<file path="src/hw/encoder_line_map.vh">
/*
 * register map, field positions, reset values, encoder type codes and timing
 * constants shared by the encoder turns and line setup block.
 * assumes a 10 MHz pclk and an 8-bit APB byte address.
 */
`ifndef ENCODER_LINE_MAP_VH
`define ENCODER_LINE_MAP_VH

// register byte offsets
`define ADDR_CTRL        8'h00
`define ADDR_TURNS       8'h04
`define ADDR_LINES       8'h08
`define ADDR_POLES       8'h0c
`define ADDR_PITCH       8'h10
`define ADDR_STATUS      8'h14
`define ADDR_IRQ_STATUS  8'h18
`define ADDR_IRQ_MASK    8'h1c
`define ADDR_TURNS_DISP  8'h20
`define ADDR_LINES_APPL  8'h24
`define ADDR_REV_LENGTH  8'h28

// control register fields
`define CTRL_DRIVE_EN    0
`define CTRL_AUTOCFG_EN  1
`define CTRL_SERVO_MODE  2
`define CTRL_LINROT_LSB  3
`define CTRL_LINROT_MSB  4
`define CTRL_TYPE_LSB    8
`define CTRL_TYPE_MSB    11
`define CTRL_SWF_LSB     12
`define CTRL_SWF_MSB     15
`define CTRL_INTERP_LSB  16
`define CTRL_INTERP_MSB  19
`define CTRL_MAP_SEL     20
`define CTRL_W           21
`define CTRL_RESET       21'h0a0008

// interrupt bits
`define IRQ_TRIP         0
`define IRQ_AUTOCFG      1
`define IRQ_REINIT       2
`define IRQ_W            3

// status fields
`define ST_OVERSIZE      0
`define ST_COMM_ONLY     1
`define ST_RATE_CUT      2
`define ST_POW2          3
`define ST_RES_LSB       8
`define ST_RES_MSB       12

// widths, limits and reset values
`define LINES_W          19
`define LINES_MAX        32'h0007a120
`define LINES_RESET      19'h00400
`define LINES_RESET_LOG2 5'h0a
`define LINES_POW2_MIN   19'h00002
`define LINES_POW2_MAX   19'h08000
`define TURNS_RESET      8'h10
`define TURNS_BITS_MAX   5'h10
`define RATIO_SHOWN_MAX  16'h00ff
`define INTERP_MAX       4'hb
`define POLES_RESET      16'h0606
`define PITCH_RESET      16'h0020

// encoder types
`define T_QUAD           4'h0
`define T_FREQ_DIR       4'h1
`define T_FWD_REV        4'h2
`define T_QUAD_COMM      4'h3
`define T_FREQ_DIR_COMM  4'h4
`define T_FWD_REV_COMM   4'h5
`define T_SINE_COS       4'h6
`define T_SC_ASYNC       4'h7
`define T_SC_BIDIR       4'h8
`define T_SC_SYNC        4'h9
`define T_BIDIR_ONLY     4'ha
`define T_SYNC_ONLY      4'hb

// switching frequency codes
`define SWF_6K           4'h2
`define SWF_12K          4'h4

// background sampling
`define CLK_PERIOD_NS    100
`define BG_PERIOD_NS     250000

`endif

</file>
<file path="src/hw/encoder_line_setup.v">
/*
 * encoder turns masking, linear comms-to-sine ratio with hidden oversize value,
 * lines-per-revolution setting with background apply, re-initialisation trip,
 * commutation-only detection and current-loop sample-rate reduction.
 * APB slave, zero wait states. encoder and auto-configuration inputs come from
 * logic on pclk and are not synchronised.
 */
// Chosen here: the register offsets and the APB interface to the registers.
`timescale 1ns/10ps
`include "encoder_line_map.vh"

module encoder_line_setup (
  // apb
  input  wire                pclk,
  input  wire                presetn,
  input  wire                psel,
  input  wire                penable,
  input  wire                pwrite,
  input  wire [7:0]          paddr,
  input  wire [31:0]         pwdata,
  output wire                pready,
  output wire                pslverr,
  output reg  [31:0]         prdata,
  // encoder side
  input  wire [15:0]         raw_turns,
  input  wire                encoder_init,
  output reg                 autoconfig_request,
  input  wire                autoconfig_done,
  input  wire [15:0]         autoconfig_ratio,
  input  wire [7:0]          autoconfig_turns,
  input  wire [`LINES_W-1:0] autoconfig_lines,
  // results
  output reg  [15:0]         turns_count_display,
  output reg  [15:0]         comms_sine_ratio,
  output reg  [`LINES_W-1:0] equivalent_lines_per_rev,
  output reg                 commutation_only,
  output reg                 sample_rate_reduced,
  output reg  [4:0]          total_res_bits,
  output reg  [23:0]         rev_length,
  output reg                 encoder_reinit,
  output wire                irq
);

  localparam integer BG_CYCLES = (`BG_PERIOD_NS + `CLK_PERIOD_NS - 1) / `CLK_PERIOD_NS;
  // sized copies: a literal cannot be sliced, a parameter can
  localparam [31:0] LINES_MAX_P = `LINES_MAX;
  localparam [15:0] RATIO_MAX_P = `RATIO_SHOWN_MAX;
  localparam [15:0] POLES_RST_P = `POLES_RESET;

  // software registers
  reg  [`CTRL_W-1:0]  ctrl;
  reg  [7:0]          turns_bits_setting;
  reg  [`LINES_W-1:0] lines_per_rev_setting;
  reg  [4:0]          setting_log2;
  reg                 setting_pow2;
  reg  [15:0]         poles;
  reg  [15:0]         pole_pitch;
  reg  [`IRQ_W-1:0]   irq_status;
  reg  [`IRQ_W-1:0]   irq_mask;
  // internal state
  reg  [15:0]         hidden_ratio;
  reg                 oversize_held;
  reg                 autoconfig_pending;
  reg  [4:0]          applied_log2;
  reg                 applied_pow2;
  reg  [7:0]          poles_seen;
  reg  [11:0]         bg_count;
  reg                 bg_tick;
  reg  [31:0]         next_rdata;
  reg                 mapped;

  wire [3:0] enc_type   = ctrl[`CTRL_TYPE_MSB:`CTRL_TYPE_LSB];
  wire [1:0] lin_rot    = ctrl[`CTRL_LINROT_MSB:`CTRL_LINROT_LSB];
  wire       rotary     = (lin_rot != 2'h0);
  wire       drive_en   = ctrl[`CTRL_DRIVE_EN];
  wire [3:0] interp     = ctrl[`CTRL_INTERP_MSB:`CTRL_INTERP_LSB];
  wire [3:0] swf        = ctrl[`CTRL_SWF_MSB:`CTRL_SWF_LSB];
  wire [7:0] poles_sel  = ctrl[`CTRL_MAP_SEL] ? poles[15:8] : poles[7:0];

  wire sc_comms   = (enc_type == `T_SC_ASYNC) || (enc_type == `T_SC_BIDIR) ||
                    (enc_type == `T_SC_SYNC);
  wire servo_inc  = (enc_type == `T_QUAD_COMM) || (enc_type == `T_FREQ_DIR_COMM) ||
                    (enc_type == `T_FWD_REV_COMM);
  wire serial_abs = (enc_type == `T_BIDIR_ONLY) || (enc_type == `T_SYNC_ONLY);
  wire comms_enc  = sc_comms || serial_abs;

  // apb access decode
  wire setup_phase = psel && !penable;
  wire access      = psel && penable;
  wire wr_access   = access && pwrite && mapped;
  wire rd_access   = access && !pwrite && mapped;
  assign pready    = 1'b1;
  assign pslverr   = access && !mapped;

  always @* begin
    case (paddr)
      `ADDR_CTRL, `ADDR_TURNS, `ADDR_LINES, `ADDR_POLES, `ADDR_PITCH,
      `ADDR_STATUS, `ADDR_IRQ_STATUS, `ADDR_IRQ_MASK, `ADDR_TURNS_DISP,
      `ADDR_LINES_APPL, `ADDR_REV_LENGTH: mapped = 1'b1;
      default:                            mapped = 1'b0;
    endcase
  end

  // lines write path: range clamp, then shaping
  wire                wr_lines   = wr_access && (paddr == `ADDR_LINES);
  wire [`LINES_W-1:0] wr_clamped = (pwdata > `LINES_MAX) ? LINES_MAX_P[`LINES_W-1:0] :
                                   pwdata[`LINES_W-1:0];
  wire                ac_lines   = autoconfig_done && ((sc_comms && rotary) || serial_abs);
  wire [`LINES_W-1:0] ac_value   = serial_abs ? {`LINES_W{1'b0}} : autoconfig_lines;
  wire [`LINES_W-1:0] shape_in   = ac_lines ? ac_value : wr_clamped;
  wire [`LINES_W-1:0] shaped;
  wire [4:0]          shaped_log2;
  wire                shaped_pow2;

  lines_shaper u_shaper (
    .enc_type   (enc_type),
    .servo_mode (ctrl[`CTRL_SERVO_MODE]),
    .rotary     (rotary),
    .lines_in   (shape_in),
    .lines_out  (shaped),
    .lines_log2 (shaped_log2),
    .lines_pow2 (shaped_pow2)
  );

  wire lines_load = ac_lines || wr_lines;
  wire trip_evt   = wr_lines || (ac_lines && shaped != lines_per_rev_setting);
  wire ratio_ac   = autoconfig_done && sc_comms && !rotary;

  // background sampling tick
  always @(posedge pclk or negedge presetn) begin
    if (!presetn) begin
      bg_count <= 12'h000;
      bg_tick  <= 1'b0;
    end else if (bg_count == BG_CYCLES[11:0] - 12'h001) begin
      bg_count <= 12'h000;
      bg_tick  <= 1'b1;
    end else begin
      bg_count <= bg_count + 12'h001;
      bg_tick  <= 1'b0;
    end
  end

  // settings and auto-configuration results
  // autoconfig wins over a same-cycle apb write to the same setting
  always @(posedge pclk or negedge presetn) begin
    if (!presetn) begin
      ctrl                  <= `CTRL_RESET;
      turns_bits_setting    <= `TURNS_RESET;
      lines_per_rev_setting <= `LINES_RESET;
      setting_log2          <= `LINES_RESET_LOG2;
      setting_pow2          <= 1'b1;
      poles                 <= `POLES_RESET;
      pole_pitch            <= `PITCH_RESET;
      irq_mask              <= {`IRQ_W{1'b0}};
      hidden_ratio          <= 16'h0000;
      oversize_held         <= 1'b0;
    end else begin
      if (wr_access) begin
        case (paddr)
          `ADDR_CTRL:     ctrl       <= pwdata[`CTRL_W-1:0];
          `ADDR_POLES:    poles      <= pwdata[15:0];
          `ADDR_PITCH:    pole_pitch <= pwdata[15:0];
          `ADDR_IRQ_MASK: irq_mask   <= pwdata[`IRQ_W-1:0];
          default:        ;
        endcase
      end
      if (ratio_ac) begin
        if (autoconfig_ratio > `RATIO_SHOWN_MAX) begin
          hidden_ratio       <= autoconfig_ratio;
          oversize_held      <= 1'b1;
          turns_bits_setting <= RATIO_MAX_P[7:0];
        end else begin
          hidden_ratio       <= 16'h0000;
          oversize_held      <= 1'b0;
          turns_bits_setting <= autoconfig_ratio[7:0];
        end
      end else if (autoconfig_done && comms_enc && rotary) begin
        turns_bits_setting <= autoconfig_turns;
      end else if (wr_access && paddr == `ADDR_TURNS && !oversize_held) begin
        turns_bits_setting <= pwdata[7:0];
      end
      if (lines_load) begin
        lines_per_rev_setting <= shaped;
        setting_log2          <= shaped_log2;
        setting_pow2          <= shaped_pow2;
      end
    end
  end

  // auto-configuration requests: once after reset, then per initialisation
  always @(posedge pclk or negedge presetn) begin
    if (!presetn) begin
      autoconfig_pending <= 1'b1;
      autoconfig_request <= 1'b0;
    end else begin
      autoconfig_request <= 1'b0;
      if (encoder_init)
        autoconfig_pending <= 1'b1;
      if ((autoconfig_pending || encoder_init) && ctrl[`CTRL_AUTOCFG_EN]) begin
        autoconfig_request <= 1'b1;
        autoconfig_pending <= 1'b0;
      end
    end
  end

  // applied lines value, reinitialisation
  // only the background tick, with the drive disabled, moves the setting into use, so a running
  // drive never sees its scaling change underneath it
  always @(posedge pclk or negedge presetn) begin
    if (!presetn) begin
      equivalent_lines_per_rev <= `LINES_RESET;
      applied_log2             <= `LINES_RESET_LOG2;
      applied_pow2             <= 1'b1;
      poles_seen               <= POLES_RST_P[7:0];
      encoder_reinit           <= 1'b0;
    end else begin
      encoder_reinit <= 1'b0;
      poles_seen     <= poles_sel;
      if (bg_tick && !drive_en) begin
        equivalent_lines_per_rev <= lines_per_rev_setting;
        applied_log2             <= setting_log2;
        applied_pow2             <= setting_pow2;
      end
      if (servo_inc && ((bg_tick && !drive_en &&
          lines_per_rev_setting != equivalent_lines_per_rev) || poles_sel != poles_seen))
        encoder_reinit <= 1'b1;
    end
  end

  // derived outputs, registered
  wire [4:0]  turns_n   = (turns_bits_setting > {3'h0, `TURNS_BITS_MAX}) ?
                          `TURNS_BITS_MAX : turns_bits_setting[4:0];
  wire [16:0] mask_wide = (17'h00001 << turns_n) - 17'h00001;
  wire [3:0]  interp_c  = (interp > `INTERP_MAX) ? `INTERP_MAX : interp;
  wire        rate_cut  = !rotary && !applied_pow2 &&
                          (swf == `SWF_6K || swf == `SWF_12K);

  always @(posedge pclk or negedge presetn) begin
    if (!presetn) begin
      turns_count_display <= 16'h0000;
      comms_sine_ratio    <= 16'h0000;
      commutation_only    <= 1'b0;
      sample_rate_reduced <= 1'b0;
      total_res_bits      <= 5'h00;
      rev_length          <= 24'h000000;
    end else begin
      if (!rotary && comms_enc)
        turns_count_display <= raw_turns;
      else
        turns_count_display <= raw_turns & mask_wide[15:0];
      comms_sine_ratio    <= oversize_held ? hidden_ratio :
                             {8'h00, turns_bits_setting};
      commutation_only    <= servo_inc &&
                             equivalent_lines_per_rev == {`LINES_W{1'b0}};
      sample_rate_reduced <= rate_cut;
      total_res_bits      <= applied_log2 + {1'b0, interp_c};
      rev_length          <= pole_pitch * {8'h00, poles_sel};
    end
  end

  // interrupt status: sticky, cleared by reading, set wins
  wire [`IRQ_W-1:0] irq_set;
  assign irq_set[`IRQ_TRIP]    = trip_evt;
  assign irq_set[`IRQ_AUTOCFG] = autoconfig_done;
  assign irq_set[`IRQ_REINIT]  = encoder_reinit;
  wire irq_rd = rd_access && (paddr == `ADDR_IRQ_STATUS);

  always @(posedge pclk or negedge presetn) begin
    if (!presetn)
      irq_status <= {`IRQ_W{1'b0}};
    else if (irq_rd)
      irq_status <= irq_set;
    else
      irq_status <= irq_status | irq_set;
  end

  assign irq = |(irq_status & irq_mask);

  // read data, captured in the setup cycle
  always @* begin
    next_rdata = 32'h00000000;
    case (paddr)
      `ADDR_CTRL:       next_rdata[`CTRL_W-1:0]   = ctrl;
      `ADDR_TURNS:      next_rdata[7:0]           = turns_bits_setting;
      `ADDR_LINES:      next_rdata[`LINES_W-1:0]  = lines_per_rev_setting;
      `ADDR_POLES:      next_rdata[15:0]          = poles;
      `ADDR_PITCH:      next_rdata[15:0]          = pole_pitch;
      `ADDR_STATUS: begin
        next_rdata[`ST_OVERSIZE]             = oversize_held;
        next_rdata[`ST_COMM_ONLY]            = commutation_only;
        next_rdata[`ST_RATE_CUT]             = sample_rate_reduced;
        next_rdata[`ST_POW2]                 = applied_pow2;
        next_rdata[`ST_RES_MSB:`ST_RES_LSB]  = total_res_bits;
      end
      `ADDR_IRQ_STATUS: next_rdata[`IRQ_W-1:0]    = irq_status;
      `ADDR_IRQ_MASK:   next_rdata[`IRQ_W-1:0]    = irq_mask;
      `ADDR_TURNS_DISP: next_rdata[15:0]          = turns_count_display;
      `ADDR_LINES_APPL: next_rdata[`LINES_W-1:0]  = equivalent_lines_per_rev;
      `ADDR_REV_LENGTH: next_rdata[23:0]          = rev_length;
      default:          next_rdata                = 32'h00000000;
    endcase
  end

  always @(posedge pclk or negedge presetn) begin
    if (!presetn)
      prdata <= 32'h00000000;
    else if (setup_phase && !pwrite)
      prdata <= next_rdata;
  end

endmodule // encoder_line_setup

</file>
<file path="src/hw/lines_shaper.v">
/*
 * combinational shaping of a lines-per-revolution value: power-of-two forcing
 * for rotary sine/cosine encoders with comms, minimum-of-one clamp except servo-mode servo incremental and serial-only types, floor log2.
 * assumes the input is already limited to the settable range.
 */
`timescale 1ns/10ps
`include "encoder_line_map.vh"

module lines_shaper (
  // selection
  input  wire [3:0]          enc_type,
  input  wire                servo_mode,
  input  wire                rotary,
  // value
  input  wire [`LINES_W-1:0] lines_in,
  output reg  [`LINES_W-1:0] lines_out,
  output wire [4:0]          lines_log2,
  output wire                lines_pow2
);

  function [4:0] floor_log2;
    input [`LINES_W-1:0] v;
    integer i;
    begin
      floor_log2 = 5'h00;
      for (i = 0; i < `LINES_W; i = i + 1) begin
        if (v[i])
          floor_log2 = i[4:0];
      end
    end
  endfunction

  wire sc_comms   = (enc_type == `T_SC_ASYNC) || (enc_type == `T_SC_BIDIR) ||
                    (enc_type == `T_SC_SYNC);
  wire servo_inc  = (enc_type == `T_QUAD_COMM) || (enc_type == `T_FREQ_DIR_COMM) ||
                    (enc_type == `T_FWD_REV_COMM);
  wire serial_abs = (enc_type == `T_BIDIR_ONLY) || (enc_type == `T_SYNC_ONLY);
  wire [4:0] in_log2 = floor_log2(lines_in);

  always @* begin
    if (sc_comms && rotary) begin
      if (lines_in < `LINES_POW2_MIN)
        lines_out = `LINES_POW2_MIN;
      else if (lines_in > `LINES_POW2_MAX)
        lines_out = `LINES_POW2_MAX;
      else
        lines_out = {{(`LINES_W-1){1'b0}}, 1'b1} << in_log2;
    end else if (lines_in == {`LINES_W{1'b0}} && !(servo_inc && servo_mode) && !serial_abs) begin
      lines_out = {{(`LINES_W-1){1'b0}}, 1'b1};
    end else begin
      lines_out = lines_in;
    end
  end

  assign lines_log2 = floor_log2(lines_out);
  assign lines_pow2 = (lines_out != {`LINES_W{1'b0}}) &&
                      ((lines_out & (lines_out - {{(`LINES_W-1){1'b0}}, 1'b1})) ==
                       {`LINES_W{1'b0}});

endmodule // lines_shaper

</file>
<file path="config.mk">
export PLATFORM = sky130hd
export DESIGN_NAME = encoder_line_setup
export DESIGN_NICKNAME = d
export VERILOG_FILES = /design/src/hw/encoder_line_setup.v /design/src/hw/lines_shaper.v
export VERILOG_INCLUDE_DIRS = /design/src /design/src/hw
export SDC_FILE = /design/constraint.sdc
export NUM_CORES = 1
export LEC_CHECK = 0
export BUFFER_PORTS_ARGS = -buffer_cell sky130_fd_sc_hd__buf_2
export CORE_UTILIZATION = 55
export CTS_CLUSTER_DIAMETER = 100
export CTS_CLUSTER_SIZE = 28
export DETAILED_ROUTE_END_ITERATION = 8
export GPL_TIMING_DRIVEN = 0
export PLACE_DENSITY_LB_ADDON = 0.05
export SLEW_MARGIN = 20
export SYNTH_ARGS = -nofsm -noshare
export SYNTH_HDL_FRONTEND = slang
export SYNTH_SLANG_ARGS = --single-unit
</file>
<file path="constraint.sdc">
create_clock -name pclk -period 11.45 [get_ports pclk]
set_input_delay 1.7175 -clock pclk [delete_from_list [all_inputs] [get_ports pclk]]
set_output_delay 1.7175 -clock pclk [all_outputs]
set_load 0.03 [all_outputs]
</file>
==> results.tsv <==
metric	value	unit
CP delay by family, top	compound AO/OA/AOI/OAI gates	
Final Critical Period	7.19	ns
diode count	0	
setup tns final	0	ns
Syn. warnings	0	
total wire length	54.2	mm
Clock Sinks	245	
RSZ-0062 raised after global routing	false	
Critical path buffers and inverters	3	
GR Overflow Total	0	
critical path required time	11.85	ns
layout cells sized above 1	19.4	%
Setup crit start kind	register	
vias	14482	
crit path cell chain	clkbuf_1, mux2_2, clkbuf_1, nand2_1, fa_1, fa_1, inv_1, fa_1, fa_1, ha_1, a21boi_0, o21ai_0, a21boi_0, o21ai_0, a21boi_0, o211ai_1, and3_1, o31ai_1, o41ai_1, nor2_1, a211oi_1	
P_leak	9.29	nW
Die Area	30500	um^2
Seq/Total Area, Yosys	37.5	%
number of gates resized after CTS	0	
Worst-Skew Late Latency	0.50	ns
final core occ	63.5	%
Layout fillers	2539	
FP Rows	62	
Clock Path Buffers	3	
critical path arrival	7.59	ns
Crit Path Category	register to register	
met1 wire length	23.1	mm
Synth area leader	dfrtp_1	
Final Skew	0.0289	ns
pins over their slew limit	0	
slowest stage delay, CP	0.68	ns
status	completed	
Layout area overhead	12.4	%
met3 WL	6.13	mm
vias in the first global route	13758	
synth top area cells	dfrtp_1 (34%), fa_1 (10%), mux2_2 (6.0%)	
Hold Startpoint	setting_log2[4]$_DFFE_PN0P_	
commonest cells in the netlist	dfrtp_1 (225), nand2_1 (194), nor2_1 (137), inv_1 (117), mux2_2 (87)	
CP max FO	10	
TritonCTS clock tree	yes	
Fin. Hold Viols	0	
PwrDens	84.8	nW/um^2
maxcap violations	0	
Mapped Cells	1702	
worst setup path start	ctrl[20]$_DFFE_PN0P_	
max_slew headroom	24.6	%
CTS root buffer	clkbuf_16	
Reg2Reg Launch Point	ctrl[20]$_DFFE_PN0P_	
Die X	175	um
mapped cell area	16400	um^2
Iteration-0 DRC Markers	1474	
Port Buf Inserts	215	
Die Ht	175	um
Worst Tran Pin Value	1.13	ns
uppermost layer routed	met4	
Worst setup EP type	register	
count leader, synth	dfrtp_1	
Total GRT Usage	35.8	%
Detailed Routing Iterations Pass 1	5	
worst hold-check path type	register to register	
routability cong.	0.950	
num ports	225	
Crit path top cell by count	fa_1	
Final Cycle Share	62.8	%
hold_buf cts	0	
pin count of the biggest net entering global routing	96	
post-CTS setup buffer count	0	
first-pass GRT wire length	83.0	mm
dpl cells	2310	
residual DRC count	0	
core area	29000	um^2
hpwl dp	42.7	mm
worst vdd ir	0.104	mV
vias per inst	6.21	
Netlist cell types	85	
Final Setup Violations	0	
antenna violations before repair	0	
number of enable flip-flop cells after synthesis	0	
cell type of the slowest stage on the worst timing path	o41ai_1	
Reg clk slew, reported paths	0.10	ns
# nets final	2182	
cts bufs inserted	13	
ys flop type	dfrtp_1	
synthesis-stage register bit count	245	
syn_area_per_cell	9.64	um^2
ys async rst share	100	%
Starting Density	56.5	%
Post-Layout Cell Count	2331	
H-tree depth	1	
DR WL/cell	23.2	um
routed wl met2	23.9	mm
fmax	139	MHz
top cell type's share of synthesized area	34.3	%
ANT nets after route	0	
-- area by class of cell --
cell class                 instances  area (um^2)  share of cell area (%)
timing repair buffer             217         1140                    6.19
clock inverter                     3         41.3                   0.224
tap                              384          480                    2.61
multi-input combinational       1259         9450                    51.2
inverter                         117          439                    2.38
sequential                       245         6160                    33.4
buffer                            88          385                    2.09
clock buffer                      18          344                    1.87
-- path summary, 6_finish.rpt --
check	endpoint	slack, ns	depth (start not counted)
min in group asynchronous	rev_length[8]$_DFF_PN0_	1.20	1
worst max register to register	rev_length[23]$_DFF_PN0_	4.26	21
worst min-delay path	setting_log2[4]$_DFFE_PN0P_	0.48	2
worst min register to register	setting_log2[4]$_DFFE_PN0P_	0.48	2
worst max-delay path	rev_length[23]$_DFF_PN0_	4.26	21
max in group asynchronous	ctrl[3]$_DFFE_PN1P_	8.94	3
-- state kept, by name, summed over array words and instances, names as in the netlist, 3 cells and up --
signal / flops
pole_pitch: 16
turns_count_display: 16
total_res_bits: 5
bg_count: 12
irq_status: 3
hidden_ratio: 16
equivalent_lines_per_rev: 19
applied_log2: 5
turns_bits_setting: 8
comms_sine_ratio: 16
rev_length: 24
prdata: 24
poles: 16
ctrl: 21
setting_log2: 5
irq_mask: 3
poles_seen: 8
lines_per_rev_setting: 19
-- through the flow --
step,setup WS (ns),hold WS (ns),cell area [um^2],power (W)
after floorplan,5.77,0.400,16400,0.000968
after global placement,4.31,0.433,18000,0.00105
after detailed placement,4.45,0.458,18000,0.00105
after CTS,4.39,0.483,18400,0.00156
after global routing,3.87,0.501,18400,0.00161
final,4.26,0.475,18400,0.00156
-- power by group --
group	switching [W]	internal [W]	total [W]
Sequential	0.0000157	0.000881	0.000897
Clock	0.000304	0.000221	0.000525
Combinational	0.0000995	0.0000406	0.000140
Total	0.000419	0.00114	0.00156
-- cells by family after synthesis --
family / share of synthesized area (%)
compound gates: 16.5
fa+ha+maj: 14.3
simple gates: 16.5
flops: 37.5
mux: 6.03
xor+xnor: 4.06
other cells: 0.0458
buf+inv: 5.03
-- tightest hold or removal path, stage by stage, from the launching register on --
cell	delay, ns
dfrtp_1	0.36
nand2_1	0.05
nand2_1	0.05
-- cells in the final DEF, fill, tap and decap left out, types with 34 or more instances in the layout --
master / instances
buf_2: 216
clkbuf_1: 60
inv_1: 117
nand2_1: 194
and2_1: 82
fa_1: 85
dfrtp_1: 225
o21ai_0: 75
nor2_1: 137
a22o_1: 34
xor2_1: 48
a21oi_1: 57
ha_1: 50
mux2_2: 87
-- metal layers --
metal  up-vias  global-route usage, %
li1       6415                      -
met1      7140                   52.5
met2       849                   54.6
met3        78                   8.44
met4         0                   6.34
met5         -                      0
Power figures use the tool's default switching activity.
